--- config.mk ---
export PLATFORM = sky130hd
export DESIGN_NAME = display_instr_decode_status
export DESIGN_NICKNAME = d
export VERILOG_FILES = /design/src/core/display_pkg.sv /design/src/core/display_instr_decode_status.sv
export VERILOG_INCLUDE_DIRS = /design/src /design/src/core
export SDC_FILE = /design/constraint.sdc
export NUM_CORES = 1
export LEC_CHECK = 0
export ABC_AREA = 1
export ABC_CLOCK_PERIOD_IN_PS = 2000
export CAP_MARGIN = 0
export CORE_MARGIN = 5
export CORE_UTILIZATION = 55
export DETAILED_ROUTE_END_ITERATION = 8
export DONT_BUFFER_PORTS = 1
export PLACE_DENSITY = 0.81
export RECOVER_POWER = 50
export REMOVE_ABC_BUFFERS = 1
export SLEW_MARGIN = 25
export SYNTH_ARGS = -nofsm -noshare
export SYNTH_HDL_FRONTEND = slang
export SYNTH_SLANG_ARGS = --single-unit
export TNS_END_PERCENT = 20
--- constraint.sdc ---
create_clock -name pclk -period 2 [get_ports pclk]
set_clock_uncertainty 0.1 [all_clocks]
set_input_delay 0.2 -clock pclk [delete_from_list [all_inputs] [get_ports pclk]]
set_output_delay 0.2 -clock pclk [all_outputs]
set_load 0.03 [all_outputs]
--- src/core/display_cfg.svh ---
// Constants of the display instruction decoder: APB offsets, field positions and timing counts.
// Assumes a 50 MHz pclk; included by bare name wherever the constants are needed.
`ifndef DISPLAY_CFG_SVH
`define DISPLAY_CFG_SVH

`define REG_CONTROL_ADDR    12'h000
`define REG_STATUS_ADDR     12'h004
`define REG_COUNTER_ADDR    12'h008

`define CTRL_RESUME_BIT     0
`define WORD_INSTR_BIT      15
`define WORD_CONTROL_BIT    14
`define WORD_OP_HI          13
`define WORD_OP_LO          11
`define STA_HALT_BIT        10
`define STA_IRQ_EN_BIT      8
`define STA_SLANT_BIT       6
`define STA_PEN_EN_BIT      4
`define STA_SYNC_BIT        2
`define STB_LOAD_BIT        6

`define ST_HALT_BIT         0
`define ST_SYNC_BIT         1
`define ST_IRQ_EN_BIT       2
`define ST_SLANT_BIT        3
`define ST_PEN_EN_BIT       4
`define ST_HUNG_BIT         5
`define ST_RUN_BIT          6
`define ST_STEP_LO          8

`define CLK_PERIOD_NS       20
`define STATE_TIME_NS       200
`define STATE_CYCLES        ((`STATE_TIME_NS + `CLK_PERIOD_NS - 1) / `CLK_PERIOD_NS)
`define PEN_PULSE_NS        2000
`define PEN_PULSE_CYCLES    ((`PEN_PULSE_NS + `CLK_PERIOD_NS - 1) / `CLK_PERIOD_NS)

`define MODE_GRAPHIC        4'h8
`define MODE_JUMP           4'hC
`define MODE_NOOP           4'hD
`define MODE_STATUS_A       4'hE
`define MODE_STATUS_B       4'hF
`define MODE_GRAPH_X        4'h4
`define MODE_GRAPH_Y        4'h5
`define MODE_DATA_SPARE     4'h7

`endif

--- src/core/display_pkg.sv ---
// Types shared by the display instruction decoder.
// Assumes nothing beyond a SystemVerilog compiler.
package display_pkg;
	typedef enum logic [2:0] {
		SEQ_IDLE       = 3'b000,
		SEQ_FETCH      = 3'b001,
		SEQ_LOAD_MODE  = 3'b010,
		SEQ_LOAD_PULSE = 3'b011,
		SEQ_TP1        = 3'b100,
		SEQ_TP2        = 3'b101,
		SEQ_WAIT       = 3'b110,
		SEQ_HUNG       = 3'b111
	} seq_state_type;
endpackage

--- src/core/display_instr_decode_status.sv ---
// Display program word decoder with status flags, host start/resume over APB and memory fetch.
// Assumes inputs synchronous to pclk and a memory that answers mem_req with mem_data_ready.
`timescale 1ns/1ps
`include "display_cfg.svh"

module display_instr_decode_status #(
	parameter int DEFL_WIDTH = 10,
	parameter int STEP_WIDTH = 6
) (
	input  wire logic                  pclk,
	input  wire logic                  presetn,
	input  wire logic                  clk_enable,
	input  wire logic                  psel,
	input  wire logic                  penable,
	input  wire logic                  pwrite,
	input  wire logic [11:0]           paddr,
	input  wire logic [31:0]           pwdata,
	output logic      [31:0]           prdata,
	output logic                       pready,
	output logic                       pslverr,
	output logic                       mem_req,
	output logic      [15:0]           mem_addr,
	input  wire logic                  mem_data_ready,
	input  wire logic [15:0]           mem_data,
	output logic                       stop_irq_request,
	input  wire logic                  stop_irq_ack,
	output logic                       host_start_strobe,
	output logic                       host_resume_strobe,
	input  wire logic                  line_rate_pulse,
	input  wire logic                  pen_detect_raw_n,
	output logic                       pen_hit_pulse,
	output logic      [3:0]            intensity_force_lines,
	input  wire logic [DEFL_WIDTH-1:0] x_drive_in,
	input  wire logic [DEFL_WIDTH-1:0] y_drive_in,
	output logic      [DEFL_WIDTH-1:0] x_drive_out,
	output logic      [DEFL_WIDTH-1:0] y_drive_out,
	output logic      [3:0]            mode_select,
	output logic                       graphic_mode_decoded,
	output logic                       load_status_a_decoded,
	output logic                       load_status_b_decoded,
	output logic                       jump_decoded,
	output logic                       noop_decoded,
	output logic      [STEP_WIDTH-1:0] graph_step_out,
	output logic      [STEP_WIDTH-1:0] plot_step_value,
	output logic                       halt_flag,
	output logic                       frame_sync_flag,
	output logic                       halt_irq_enable,
	output logic                       slant_font_flag,
	output logic                       pen_hit_enable
);

	localparam logic [3:0] STATE_LAST = 4'(`STATE_CYCLES - 1);
	localparam logic [6:0] PEN_LAST   = 7'(`PEN_PULSE_CYCLES - 1);

	display_pkg::seq_state_type state;
	display_pkg::seq_state_type next_state;

	logic [3:0]  state_count;
	logic        state_done;
	logic [15:0] fetch_word;
	logic [2:0]  control_mode;
	logic [2:0]  data_mode;
	logic        cont_word;
	logic        jump_word;
	logic [15:0] display_program_counter;
	logic        line_rate_prev;
	logic        pen_raw_prev;
	logic [6:0]  pen_timer;
	logic        spare_decoded;
	logic        apb_done;
	logic        apb_write;
	logic        write_control;
	logic        resume_request;
	logic        start_request;
	logic        load_mode_end;
	logic        load_pulse_end;
	logic        tp1_end;
	logic        tp2_end;
	logic        line_rate_fall;

	// Zero wait states; a frozen block holds the bus off instead of losing a write.
	assign pready         = clk_enable;
	assign apb_done       = psel && penable && clk_enable;
	assign apb_write      = apb_done && pwrite;
	assign write_control  = apb_write && (paddr == `REG_CONTROL_ADDR);
	// The completed access is the access-phase cycle with psel, penable and pready all high.
	assign resume_request = write_control && pwdata[`CTRL_RESUME_BIT] && (state == display_pkg::SEQ_WAIT)
		&& halt_flag;
	// A resume write suppresses the start action and so the counter load.
	assign start_request  = write_control && !pwdata[`CTRL_RESUME_BIT];

	assign state_done     = (state_count == STATE_LAST);
	assign load_mode_end  = (state == display_pkg::SEQ_LOAD_MODE) && state_done;
	assign load_pulse_end = (state == display_pkg::SEQ_LOAD_PULSE) && state_done;
	assign tp1_end        = (state == display_pkg::SEQ_TP1) && state_done;
	assign tp2_end        = (state == display_pkg::SEQ_TP2) && state_done;
	assign line_rate_fall = line_rate_prev && !line_rate_pulse;

	// Mode select follows the cont-word flag, which tracks bit 15 of the last instruction word.
	assign mode_select           = cont_word ? {1'b1, control_mode} : {1'b0, data_mode};
	assign graphic_mode_decoded  = (mode_select == `MODE_GRAPHIC);
	assign jump_decoded          = (mode_select == `MODE_JUMP);
	assign noop_decoded          = (mode_select == `MODE_NOOP);
	assign load_status_a_decoded = (mode_select == `MODE_STATUS_A);
	assign load_status_b_decoded = (mode_select == `MODE_STATUS_B);
	assign spare_decoded         = (mode_select == 4'h9) || (mode_select == 4'hA) || (mode_select == 4'hB)
		|| (mode_select == `MODE_DATA_SPARE);

	assign mem_req           = (state == display_pkg::SEQ_FETCH);
	assign mem_addr          = display_program_counter;
	assign stop_irq_request  = halt_flag && halt_irq_enable;

	// Sequencer: each timing state lasts one period of the 5 MHz display clock.
	always_comb begin
		next_state = state;
		case (state)
			display_pkg::SEQ_IDLE: begin
				next_state = display_pkg::SEQ_IDLE;
			end
			display_pkg::SEQ_FETCH: begin
				if (mem_data_ready) begin
					next_state = display_pkg::SEQ_LOAD_MODE;
				end
			end
			display_pkg::SEQ_LOAD_MODE: begin
				if (state_done) begin
					next_state = display_pkg::SEQ_LOAD_PULSE;
				end
			end
			display_pkg::SEQ_LOAD_PULSE: begin
				if (spare_decoded) begin
					next_state = display_pkg::SEQ_HUNG;
				end else if (state_done) begin
					next_state = display_pkg::SEQ_TP1;
				end
			end
			display_pkg::SEQ_TP1: begin
				if (state_done) begin
					next_state = display_pkg::SEQ_TP2;
				end
			end
			display_pkg::SEQ_TP2: begin
				if (state_done) begin
					// Halt or sync withholds the next fetch.
					if (halt_flag || frame_sync_flag) begin
						next_state = display_pkg::SEQ_WAIT;
					end else begin
						next_state = display_pkg::SEQ_FETCH;
					end
				end
			end
			display_pkg::SEQ_WAIT: begin
				if (resume_request) begin
					next_state = display_pkg::SEQ_FETCH;
				end else if (!halt_flag && frame_sync_flag && line_rate_pulse) begin
					next_state = display_pkg::SEQ_FETCH;
				end else if (!halt_flag && !frame_sync_flag) begin
					next_state = display_pkg::SEQ_FETCH;
				end
			end
			display_pkg::SEQ_HUNG: begin
				next_state = display_pkg::SEQ_HUNG;
			end
			default: begin
				next_state = display_pkg::SEQ_IDLE;
			end
		endcase
		// A start write restarts the program anywhere except from a hang.
		if (start_request && (state != display_pkg::SEQ_HUNG)) begin
			next_state = display_pkg::SEQ_FETCH;
		end
	end

	always_ff @(posedge pclk or negedge presetn) begin
		if (!presetn) begin
			state       <= display_pkg::SEQ_IDLE;
			state_count <= 4'h0;
		end else if (clk_enable) begin
			state <= next_state;
			if (next_state != state || state_done) begin
				state_count <= 4'h0;
			end else begin
				state_count <= state_count + 4'h1;
			end
		end
	end

	always_ff @(posedge pclk or negedge presetn) begin
		if (!presetn) begin
			fetch_word <= 16'h0000;
		end else if (clk_enable && mem_req && mem_data_ready) begin
			fetch_word <= mem_data;
		end
	end

	// Mode registers and cont-word flag change at the end of load mode, never for a jump address.
	always_ff @(posedge pclk or negedge presetn) begin
		if (!presetn) begin
			control_mode <= 3'h0;
			data_mode    <= 3'h0;
			cont_word    <= 1'b0;
		end else if (clk_enable && load_mode_end && !jump_word) begin
			if (fetch_word[`WORD_INSTR_BIT]) begin
				cont_word <= 1'b1;
				if (fetch_word[`WORD_CONTROL_BIT]) begin
					control_mode <= fetch_word[`WORD_OP_HI:`WORD_OP_LO];
				end else begin
					control_mode <= 3'h0;
					data_mode    <= fetch_word[`WORD_OP_HI:`WORD_OP_LO];
				end
			end else begin
				cont_word <= 1'b0;
			end
		end
	end

	// The jump-word flag marks that the next word is the jump target.
	always_ff @(posedge pclk or negedge presetn) begin
		if (!presetn) begin
			jump_word <= 1'b0;
		end else if (clk_enable) begin
			if (start_request) begin
				jump_word <= 1'b0;
			end else if (tp2_end) begin
				jump_word <= jump_decoded && !jump_word;
			end
		end
	end

	// Program counter: start load, jump load at load pulse, else advance by two at TP1.
	always_ff @(posedge pclk or negedge presetn) begin
		if (!presetn) begin
			display_program_counter <= 16'h0000;
		end else if (clk_enable) begin
			if (start_request) begin
				display_program_counter <= {pwdata[15:1], 1'b0};
			end else if (load_pulse_end && jump_word) begin
				display_program_counter <= {fetch_word[15:1], 1'b0};
			end else if (tp1_end && !jump_word) begin
				display_program_counter <= display_program_counter + 16'h0002;
			end
		end
	end

	// Halt flag: set by status A, cleared when a resume or start write completes; set wins.
	always_ff @(posedge pclk or negedge presetn) begin
		if (!presetn) begin
			halt_flag <= 1'b0;
		end else if (clk_enable) begin
			if (load_pulse_end && !jump_word && load_status_a_decoded && fetch_word[`STA_HALT_BIT]) begin
				halt_flag <= 1'b1;
			end else if (resume_request || start_request) begin
				halt_flag <= 1'b0;
			end
		end
	end

	// Sync flag: set by status A, cleared at the trailing edge of the line pulse; set wins.
	always_ff @(posedge pclk or negedge presetn) begin
		if (!presetn) begin
			frame_sync_flag <= 1'b0;
			line_rate_prev  <= 1'b0;
		end else if (clk_enable) begin
			line_rate_prev <= line_rate_pulse;
			if (load_pulse_end && !jump_word && load_status_a_decoded && fetch_word[`STA_SYNC_BIT]) begin
				frame_sync_flag <= 1'b1;
			end else if (line_rate_fall) begin
				frame_sync_flag <= 1'b0;
			end
		end
	end

	// Writable status A flags; the acknowledge clears the enable unless status A sets it that cycle.
	always_ff @(posedge pclk or negedge presetn) begin
		if (!presetn) begin
			halt_irq_enable <= 1'b0;
			slant_font_flag <= 1'b0;
			pen_hit_enable  <= 1'b0;
		end else if (clk_enable) begin
			if (load_pulse_end && !jump_word && load_status_a_decoded) begin
				halt_irq_enable <= fetch_word[`STA_IRQ_EN_BIT];
				slant_font_flag <= fetch_word[`STA_SLANT_BIT];
				pen_hit_enable  <= fetch_word[`STA_PEN_EN_BIT];
			end else if (stop_irq_ack) begin
				halt_irq_enable <= 1'b0;
			end
		end
	end

	always_ff @(posedge pclk or negedge presetn) begin
		if (!presetn) begin
			plot_step_value <= '0;
		end else if (clk_enable && load_pulse_end && !jump_word && load_status_b_decoded
			&& fetch_word[`STB_LOAD_BIT]) begin
			plot_step_value <= fetch_word[STEP_WIDTH-1:0];
		end
	end

	// The step reaches the graph multiplexer only in graph X or graph Y mode.
	always_ff @(posedge pclk or negedge presetn) begin
		if (!presetn) begin
			graph_step_out <= '0;
		end else if (clk_enable) begin
			if (mode_select == `MODE_GRAPH_X || mode_select == `MODE_GRAPH_Y) begin
				graph_step_out <= plot_step_value;
			end else begin
				graph_step_out <= '0;
			end
		end
	end

	// Slanting adds half of Y to X; the sum wraps, so callers keep headroom in X.
	always_ff @(posedge pclk or negedge presetn) begin
		if (!presetn) begin
			x_drive_out <= '0;
			y_drive_out <= '0;
		end else if (clk_enable) begin
			y_drive_out <= y_drive_in;
			if (slant_font_flag) begin
				x_drive_out <= x_drive_in + {1'b0, y_drive_in[DEFL_WIDTH-1:1]};
			end else begin
				x_drive_out <= x_drive_in;
			end
		end
	end

	// Pen hit one-shot; a hit during the pulse does not retrigger it.
	always_ff @(posedge pclk or negedge presetn) begin
		if (!presetn) begin
			pen_raw_prev          <= 1'b1;
			pen_timer             <= 7'h00;
			pen_hit_pulse         <= 1'b0;
			intensity_force_lines <= 4'h0;
		end else if (clk_enable) begin
			pen_raw_prev <= pen_detect_raw_n;
			if (!pen_hit_pulse && pen_raw_prev && !pen_detect_raw_n) begin
				pen_hit_pulse <= 1'b1;
				pen_timer     <= PEN_LAST;
			end else if (pen_hit_pulse) begin
				if (pen_timer == 7'h00) begin
					pen_hit_pulse <= 1'b0;
				end else begin
					pen_timer <= pen_timer - 7'h01;
				end
			end
			intensity_force_lines <= (pen_hit_pulse && !pen_hit_enable) ? 4'hF : 4'h0;
		end
	end

	// Host strobes are single-cycle pulses after the completed control write.
	always_ff @(posedge pclk or negedge presetn) begin
		if (!presetn) begin
			host_start_strobe  <= 1'b0;
			host_resume_strobe <= 1'b0;
		end else if (clk_enable) begin
			host_start_strobe  <= start_request;
			host_resume_strobe <= resume_request;
		end
	end

	// APB read data and error for unmapped addresses.
	always_comb begin
		prdata  = 32'h0000_0000;
		pslverr = 1'b0;
		if (paddr == `REG_CONTROL_ADDR) begin
			prdata = 32'h0000_0000;
		end else if (paddr == `REG_STATUS_ADDR) begin
			prdata[`ST_HALT_BIT]   = halt_flag;
			prdata[`ST_SYNC_BIT]   = frame_sync_flag;
			prdata[`ST_IRQ_EN_BIT] = halt_irq_enable;
			prdata[`ST_SLANT_BIT]  = slant_font_flag;
			prdata[`ST_PEN_EN_BIT] = pen_hit_enable;
			prdata[`ST_HUNG_BIT]   = (state == display_pkg::SEQ_HUNG);
			prdata[`ST_RUN_BIT]    = (state != display_pkg::SEQ_IDLE);
			prdata[`ST_STEP_LO +: STEP_WIDTH] = plot_step_value;
		end else if (paddr == `REG_COUNTER_ADDR) begin
			prdata[15:0] = display_program_counter;
		end else begin
			pslverr = psel && penable;
		end
	end

endmodule

**Word level (Yosys, flattened, before mapping)**

Cells that the tools add are included.

- Bits in latches: 0
- Bits in writable memories: 0
- Memories kept: 0
- Logic and storage cells: 168
- Memory bits (read-only): 0
- Register bits: 100

- Div/mod/pow operators: 0
- Eq/ne operators: 24
- Muxes and demuxes: 45
- $lt $le $gt $ge: 0
- Reduce and logical (&&, ||, !) cells: 70
- $add $sub $neg: 4
- Bitwise gates (word level): 1
- Multipliers: 0
- Shift-type cells: 0

Operators with widths:

| cell | number |
|---|---|
| $mux W16 | 5 |
| $eq A4 B4 Y1 const B | 9 |
| $logic_and A1 B1 Y1 | 36 |
| $mux W3 | 12 |
| $mux W7 | 4 |
| $pmux W3 S8 | 1 |
| $add A16 B2 Y16 const B | 1 |
| $mux W1 | 16 |
| $reduce_and A2 Y1 | 7 |
| $eq A12 B3 Y1 const B | 1 |
| $eq A12 B4 Y1 const B | 1 |
| $eq A3 B3 Y1 const B | 4 |
| $eq A4 B3 Y1 const B | 3 |
| $logic_not A12 Y1 | 1 |
| $mux W4 | 3 |
| $mux W6 | 2 |
| $add A10 B9 Y10 | 1 |
| $mux W10 | 1 |
| $reduce_bool A2 Y1 | 5 |
| $logic_not A1 Y1 | 8 |
| $logic_not A7 Y1 | 1 |
| $logic_or A1 B1 Y1 | 7 |
| $sub A7 B1 Y7 const B | 1 |
| $eq A3 B2 Y1 const B | 2 |
| other kinds (10) | 12 |

**Depth between registers and ports, before layout**

- Depth after elaboration: 13
- Gate-level depth with buffers: 15
- Gate-level depth less buffers: 15

**Worst setup path after synthesis**

OpenSTA, ideal clock, no wires.

- Kind: register -> register
- Start: reg cont_word
- End: reg state_count[3]
- Slack: -0.246 ns
- Required time: 1.826 ns
- Cell stages (with the launch flop): 12
- Buffers on the path: 0
- Data arrival time: 2.072 ns
- Library setup time: 0.074 ns
- Path through: dfrtp_1 > o21ai_0 > nand3_1 > nand2_1 > nand2_2 > nand3_1 > nand2_1 > nand2_1 > nand2_1 > nor2_2 > nand2_2 > a21oi_2

- Longest elaborated chain between the ends: 11

RTL lines:

| element | line | text |
|---|---|---|
| start, declared | display_instr_decode_status.sv:63 | `logic cont_word;` |
| start signal, assigned | display_instr_decode_status.sv:201 | `cont_word <= 1'b0;` |
| start signal, assigned | display_instr_decode_status.sv:204 | `cont_word <= 1'b1;` |
| start signal, assigned | display_instr_decode_status.sv:212 | `cont_word <= 1'b0;` |
| $mux W4 * | display_instr_decode_status.sv:100 | `assign mode_select = cont_word ? {1'b1, control_mode} : {1'b0, data_mode};` |
| net mode_select[0] | display_instr_decode_status.sv:37 | `output logic [3:0] mode_select,` |
| $eq A4 B4 Y1 | display_instr_decode_status.sv:106 | `assign spare_decoded = (mode_select == 4'h9) \|\| (mode_select == 4'hA) \|\| (mode_select == 4'hB)` |
| $logic_or A1 B1 Y1 (2 in a row) | display_instr_decode_status.sv:106 |  |
| $logic_or A1 B1 Y1 * | display_instr_decode_status.sv:106 |  |
| $mux W3 * | display_instr_decode_status.sv:131 | `if (spare_decoded) begin` |
| $pmux W3 S8 * | display_instr_decode_status.sv:116 | `case (state)` |
| $mux W3 * | display_instr_decode_status.sv:169 | `if (start_request && (state != display_pkg::SEQ_HUNG)) begin` |
| $ne A3 B3 Y1 * | display_instr_decode_status.sv:180 | `if (next_state != state \|\| state_done) begin` |
| $logic_or A1 B1 Y1 * | display_instr_decode_status.sv:180 |  |
| $mux W4 * | display_instr_decode_status.sv:180 |  |
| end signal, assigned | display_instr_decode_status.sv:183 | `state_count <= state_count + 4'h1;` |
| end, declared | display_instr_decode_status.sv:58 | `logic [3:0] state_count;` |

The timed path passes the listed nets; every way through them passes the cells marked *.
A chain may end at the register's enable or synchronous reset.

**Worst setup path after layout**

- Start: reg state_count[1]
- End: reg state_count[3]

- Longest elaborated chain between the ends: 8

RTL lines:

| element | line | text |
|---|---|---|
| $eq A4 B4 Y1 | display_instr_decode_status.sv:92 | `assign state_done = (state_count == STATE_LAST);` |
| $mux W3 | display_instr_decode_status.sv:133 | `end else if (state_done) begin` |
| $mux W3 | display_instr_decode_status.sv:131 |  |
| $pmux W3 S8 | display_instr_decode_status.sv:116 |  |
| $mux W3 | display_instr_decode_status.sv:169 |  |
| $ne A3 B3 Y1 | display_instr_decode_status.sv:180 |  |
| $logic_or A1 B1 Y1 | display_instr_decode_status.sv:180 |  |
| $mux W4 * | display_instr_decode_status.sv:180 |  |

Every way passes the cells marked *; elsewhere a longest branch is shown, timed or not.

==> flow_summary.json <==
{
  "dieArea_sq_um": 12540,
  "grt_pass1_wl_mm": 28.83,
  "start_util": 0.5590,
  "grt_pass1_vias": 5917,
  "ys_warn_count": 0,
  "pin_count": 195,
  "antenna_found_initial": 0,
  "power_leakage_uw": 0.003576,
  "synth_seq_cells": 96,
  "ir_worst_vdd_uv": 620.4,
  "slowest_delay_ns": 0.40,
  "gr-total-overflow": 0,
  "syn_avg_cell_area_sq_um": 7.646,
  "grt.total_usage": 0.2816,
  "setup_tns_ns": -0.4853,
  "worst_r2r_endpoint": "state_count[3]",
  "hold_buffers": 56,
  "rsz0062_at_grt": "true",
  "antenna_cells": 0,
  "cts.sinks": 96,
  "tightestPinTransition_ns": 0.7758,
  "synth-main-ff-cell": "dfrtp_1",
  "holdWs_ns": -0.5889,
  "area_delta_synth_final_pct": 26.16,
  "die_w_microns": 112.0,
  "worst_skew_pair.late_latency_ns": 0.38,
  "async_flop_share": 1.000,
  "synth_area_sq_um": 5719,
  "fin_area_sq_um": 7216,
  "rrSetupSlack_ns": -0.1,
  "slew_viol_final": 0,
  "crit_type": "flip-flop to flip-flop",
  "place_area_sq_um": 6168,
  "coreArea_sq_um": 10230,
  "placementRows": 37,
  "maxCapViolations": 0,
  "max_freq_ghz": 0.4765,
  "worstRegToRegCells": 12,
  "timing.slew.headroom": 0.4828,
  "portBuffers": 0,
  "cts_buffers": 9,
  "drtIter0Drc": 562,
  "ant_nets": 0,
  "cp-end-kind": "flip-flop",
  "violations": "hold timing, setup timing",
  "dpl.hpwl_mm": 11.72,
  "layout-drive-gt1-share": 0.1945,
  "period_needed_ns": 2.099,
  "setup_viol": 11,
  "cts_tree": "built",
  "crit_arrival_ns": 2.30,
  "place_ws_ns": -0.1031,
  "grt_start_max_net_pins": 97,
  "clk_pin_slew_ns": 0.11,
  "drt_first_pass_iters": 5,
  "required_ns": 2.20,
  "viasPerCell": 5.816,
  "wirelength_mm": 18.00,
  "fin_util": 0.7053,
  "min_path_type": "input port to async pin",
  "drc": 0,
  "startpoint_type": "flip-flop",
  "fin_crit_sh": 1.049,
  "gp_congestion": 0.9427,
  "r2r-start": "state_count[1]",
  "htree_levels": 3,
  "nets": 969,
  "synth-edff-count": 0,
  "synth_seq_area_share": 0.4203,
  "path_cells": "inv_2, ha_4, nand2_2, nor2_4, nand4_1, a21oi_1, nand3_1, nand2_1, o21ai_1, nor2_1, nand2_2, a21oi_2",
  "die_y_microns": 112.0,
  "ctsRootBufferMaster": "clkbuf_8",
  "vias": 5845,
  "status": "finished with violations",
  "cpMostUsedCell": "nand2_2",
  "ys_types": 42,
  "wl_per_cell_microns": 17.91,
  "synthCells": 748,
  "finalHoldViolCount": 96,
  "setup_slack_ns": -0.09858,
  "clockBufferDepth": 2,
  "cp_slowest_cell": "dfrtp_1",
  "p_per_area_nw_per_um2": 746.1,
  "crit_fanout": 4
}
-- power by group --
group	leakage, uW	total [uW]	switching, uW	internal, uW
clock	0.000104	1370	766	607
sequential	0.00116	2530	295	2240
combinational	0.00232	1480	906	574
total	0.00358	5380	1970	3420
-- critical path: cells and delay by family (launching register included) --
family          cells  cell delay, ns
buf+inv             1            0.07
flops               1            0.40
simple gates        7            0.89
compound gates      3            0.42
fa+ha+maj           1            0.15
-- sequential cells by signal, summed over array words and instances (netlist names) --
name                   cells
graph_step_out             6
pen_timer                  7
slant_font_flag            1
y_drive_out               10
halt_irq_enable            1
state_count                4
line_rate_prev             1
state                      3
host_resume_strobe         1
pen_hit_enable             1
x_drive_out               10
plot_step_value            6
mem_addr                  15
control_mode               3
fetch_word                16
data_mode                  3
halt_flag                  1
pen_hit_pulse              1
frame_sync_flag            1
jump_word                  1
host_start_strobe          1
cont_word                  1
intensity_force_lines      1
pen_raw_prev               1
-- cell families (layout without fill, tap and decap cells) --
logic type | count (synthesis) | count (layout) | synth area share
XOR/XNOR | 16 | 16 | 0.02450
AND/OR/NAND/NOR | 328 | 328 | 0.2466
buffers and inverters | 131 | 236 | 0.1072
adder cells (fa/ha/maj) | 15 | 15 | 0.03413
multiplexers | 3 | 3 | 0.005906
AO/OA/AOI/OAI | 158 | 158 | 0.1608
flip-flops | 96 | 96 | 0.4203
other | 1 | 17 | 0.0006557
-- final cells by class --
cell class | count | area (sq um)
Fill cell | 737 | 3015
Clock inverter | 7 | 86.33
Timing Repair Buffer | 135 | 1190
Inverter | 85 | 329.1
Multi-Input combinational cell | 537 | 2910
Sequential cell | 96 | 2406
Tap cell | 136 | 170.2
Clock buffer | 9 | 123.9
-- synthesized netlist by cell type, types with 6 or more instances --
library cell	number	area, sq um
a21oi_1	43	215.2
buf_2	6	30.03
buf_4	25	187.7
clkbuf_1	12	45.04
dfrtp_1	95	2377
ha_1	14	175.2
inv_1	77	289.0
inv_2	6	22.52
nand2_1	172	645.6
nand2_2	9	56.30
nand3_1	39	195.2
nand4_1	9	56.30
nor2_1	72	270.3
nor3_1	14	70.07
o211ai_1	12	90.09
o21ai_0	68	340.3
o21ai_1	7	35.03
o22ai_1	7	43.79
xor2_1	16	140.1
-- cells in the final DEF (no fill, tap or decap), types with 6 or more instances in the layout --
cell type	synthesis	routed
nand2_1	172	165
dfrtp_1	95	93
inv_1	77	75
buf_4	25	75
nor2_1	72	67
o21ai_0	68	63
dlygate4sd3_1	0	55
a21oi_1	43	41
nand3_1	39	33
conb_1	1	17
xor2_1	16	16
nand2_2	9	13
nor3_1	14	12
o211ai_1	12	12
ha_1	14	12
o21ai_1	7	10
nand4_1	9	9
clkbuf_8	0	9
inv_2	6	7
nor2_4	3	7
o22ai_1	7	7
nand3_2	1	6
-- metal layers --
metal | track usage | up-vias | part of all wire
li1 | - | 2638 | -
met2 | 0.4624 | 344 | 0.49
met1 | 0.3462 | 2780 | 0.38
met4 | 0.1651 | 0 | 0.048
met5 | 0 | - | 0
met3 | 0.05272 | 83 | 0.078
-- how the worst max path moves through the flow --
| stage | cells after the start | slack, ns | start | endpoint |
|---|---|---|---|---|
| after CTS | 15 | -0.03 | cont_word | state_count[3] |
| after global routing | 15 | -0.19 | state_count[1] | state_count[3] |
| final | 12 | -0.1 | state_count[1] | state_count[3] |
| after detailed placement | 15 | -0.10 | state_count[1] | state_count[3] |
| after global placement | 15 | -0.02 | state_count[1] | state_count[2] |
| after floorplan | 5 | -0.54 | state[1] | fetch_word[7] |
-- metrics by stage --
stage	cells	hold slack, ns	power [uW]
6_report	1005	-0.5889	5383
5_1_grt	1005	-0.6088	5662
4_1_cts	995	-0.6104	5299
3_5_place_dp	920	-0.1932	3762
3_3_place_gp	920	-0.1930	3686
2_1_floorplan	718	-0.1956	3392
-- what timing repair did --
| item | 4_1_cts | 5_1_grt |
|---|---|---|
| hold endpoints to repair | 165 | 96 |
| setup buffers | 3 | 11 |
| pin swaps | 5 | 15 |
| gates resized for setup | 15 | 34 |
| setup endpoints to repair | 12 | 28 |
No activity file was read; power rests on OpenSTA's default activity.
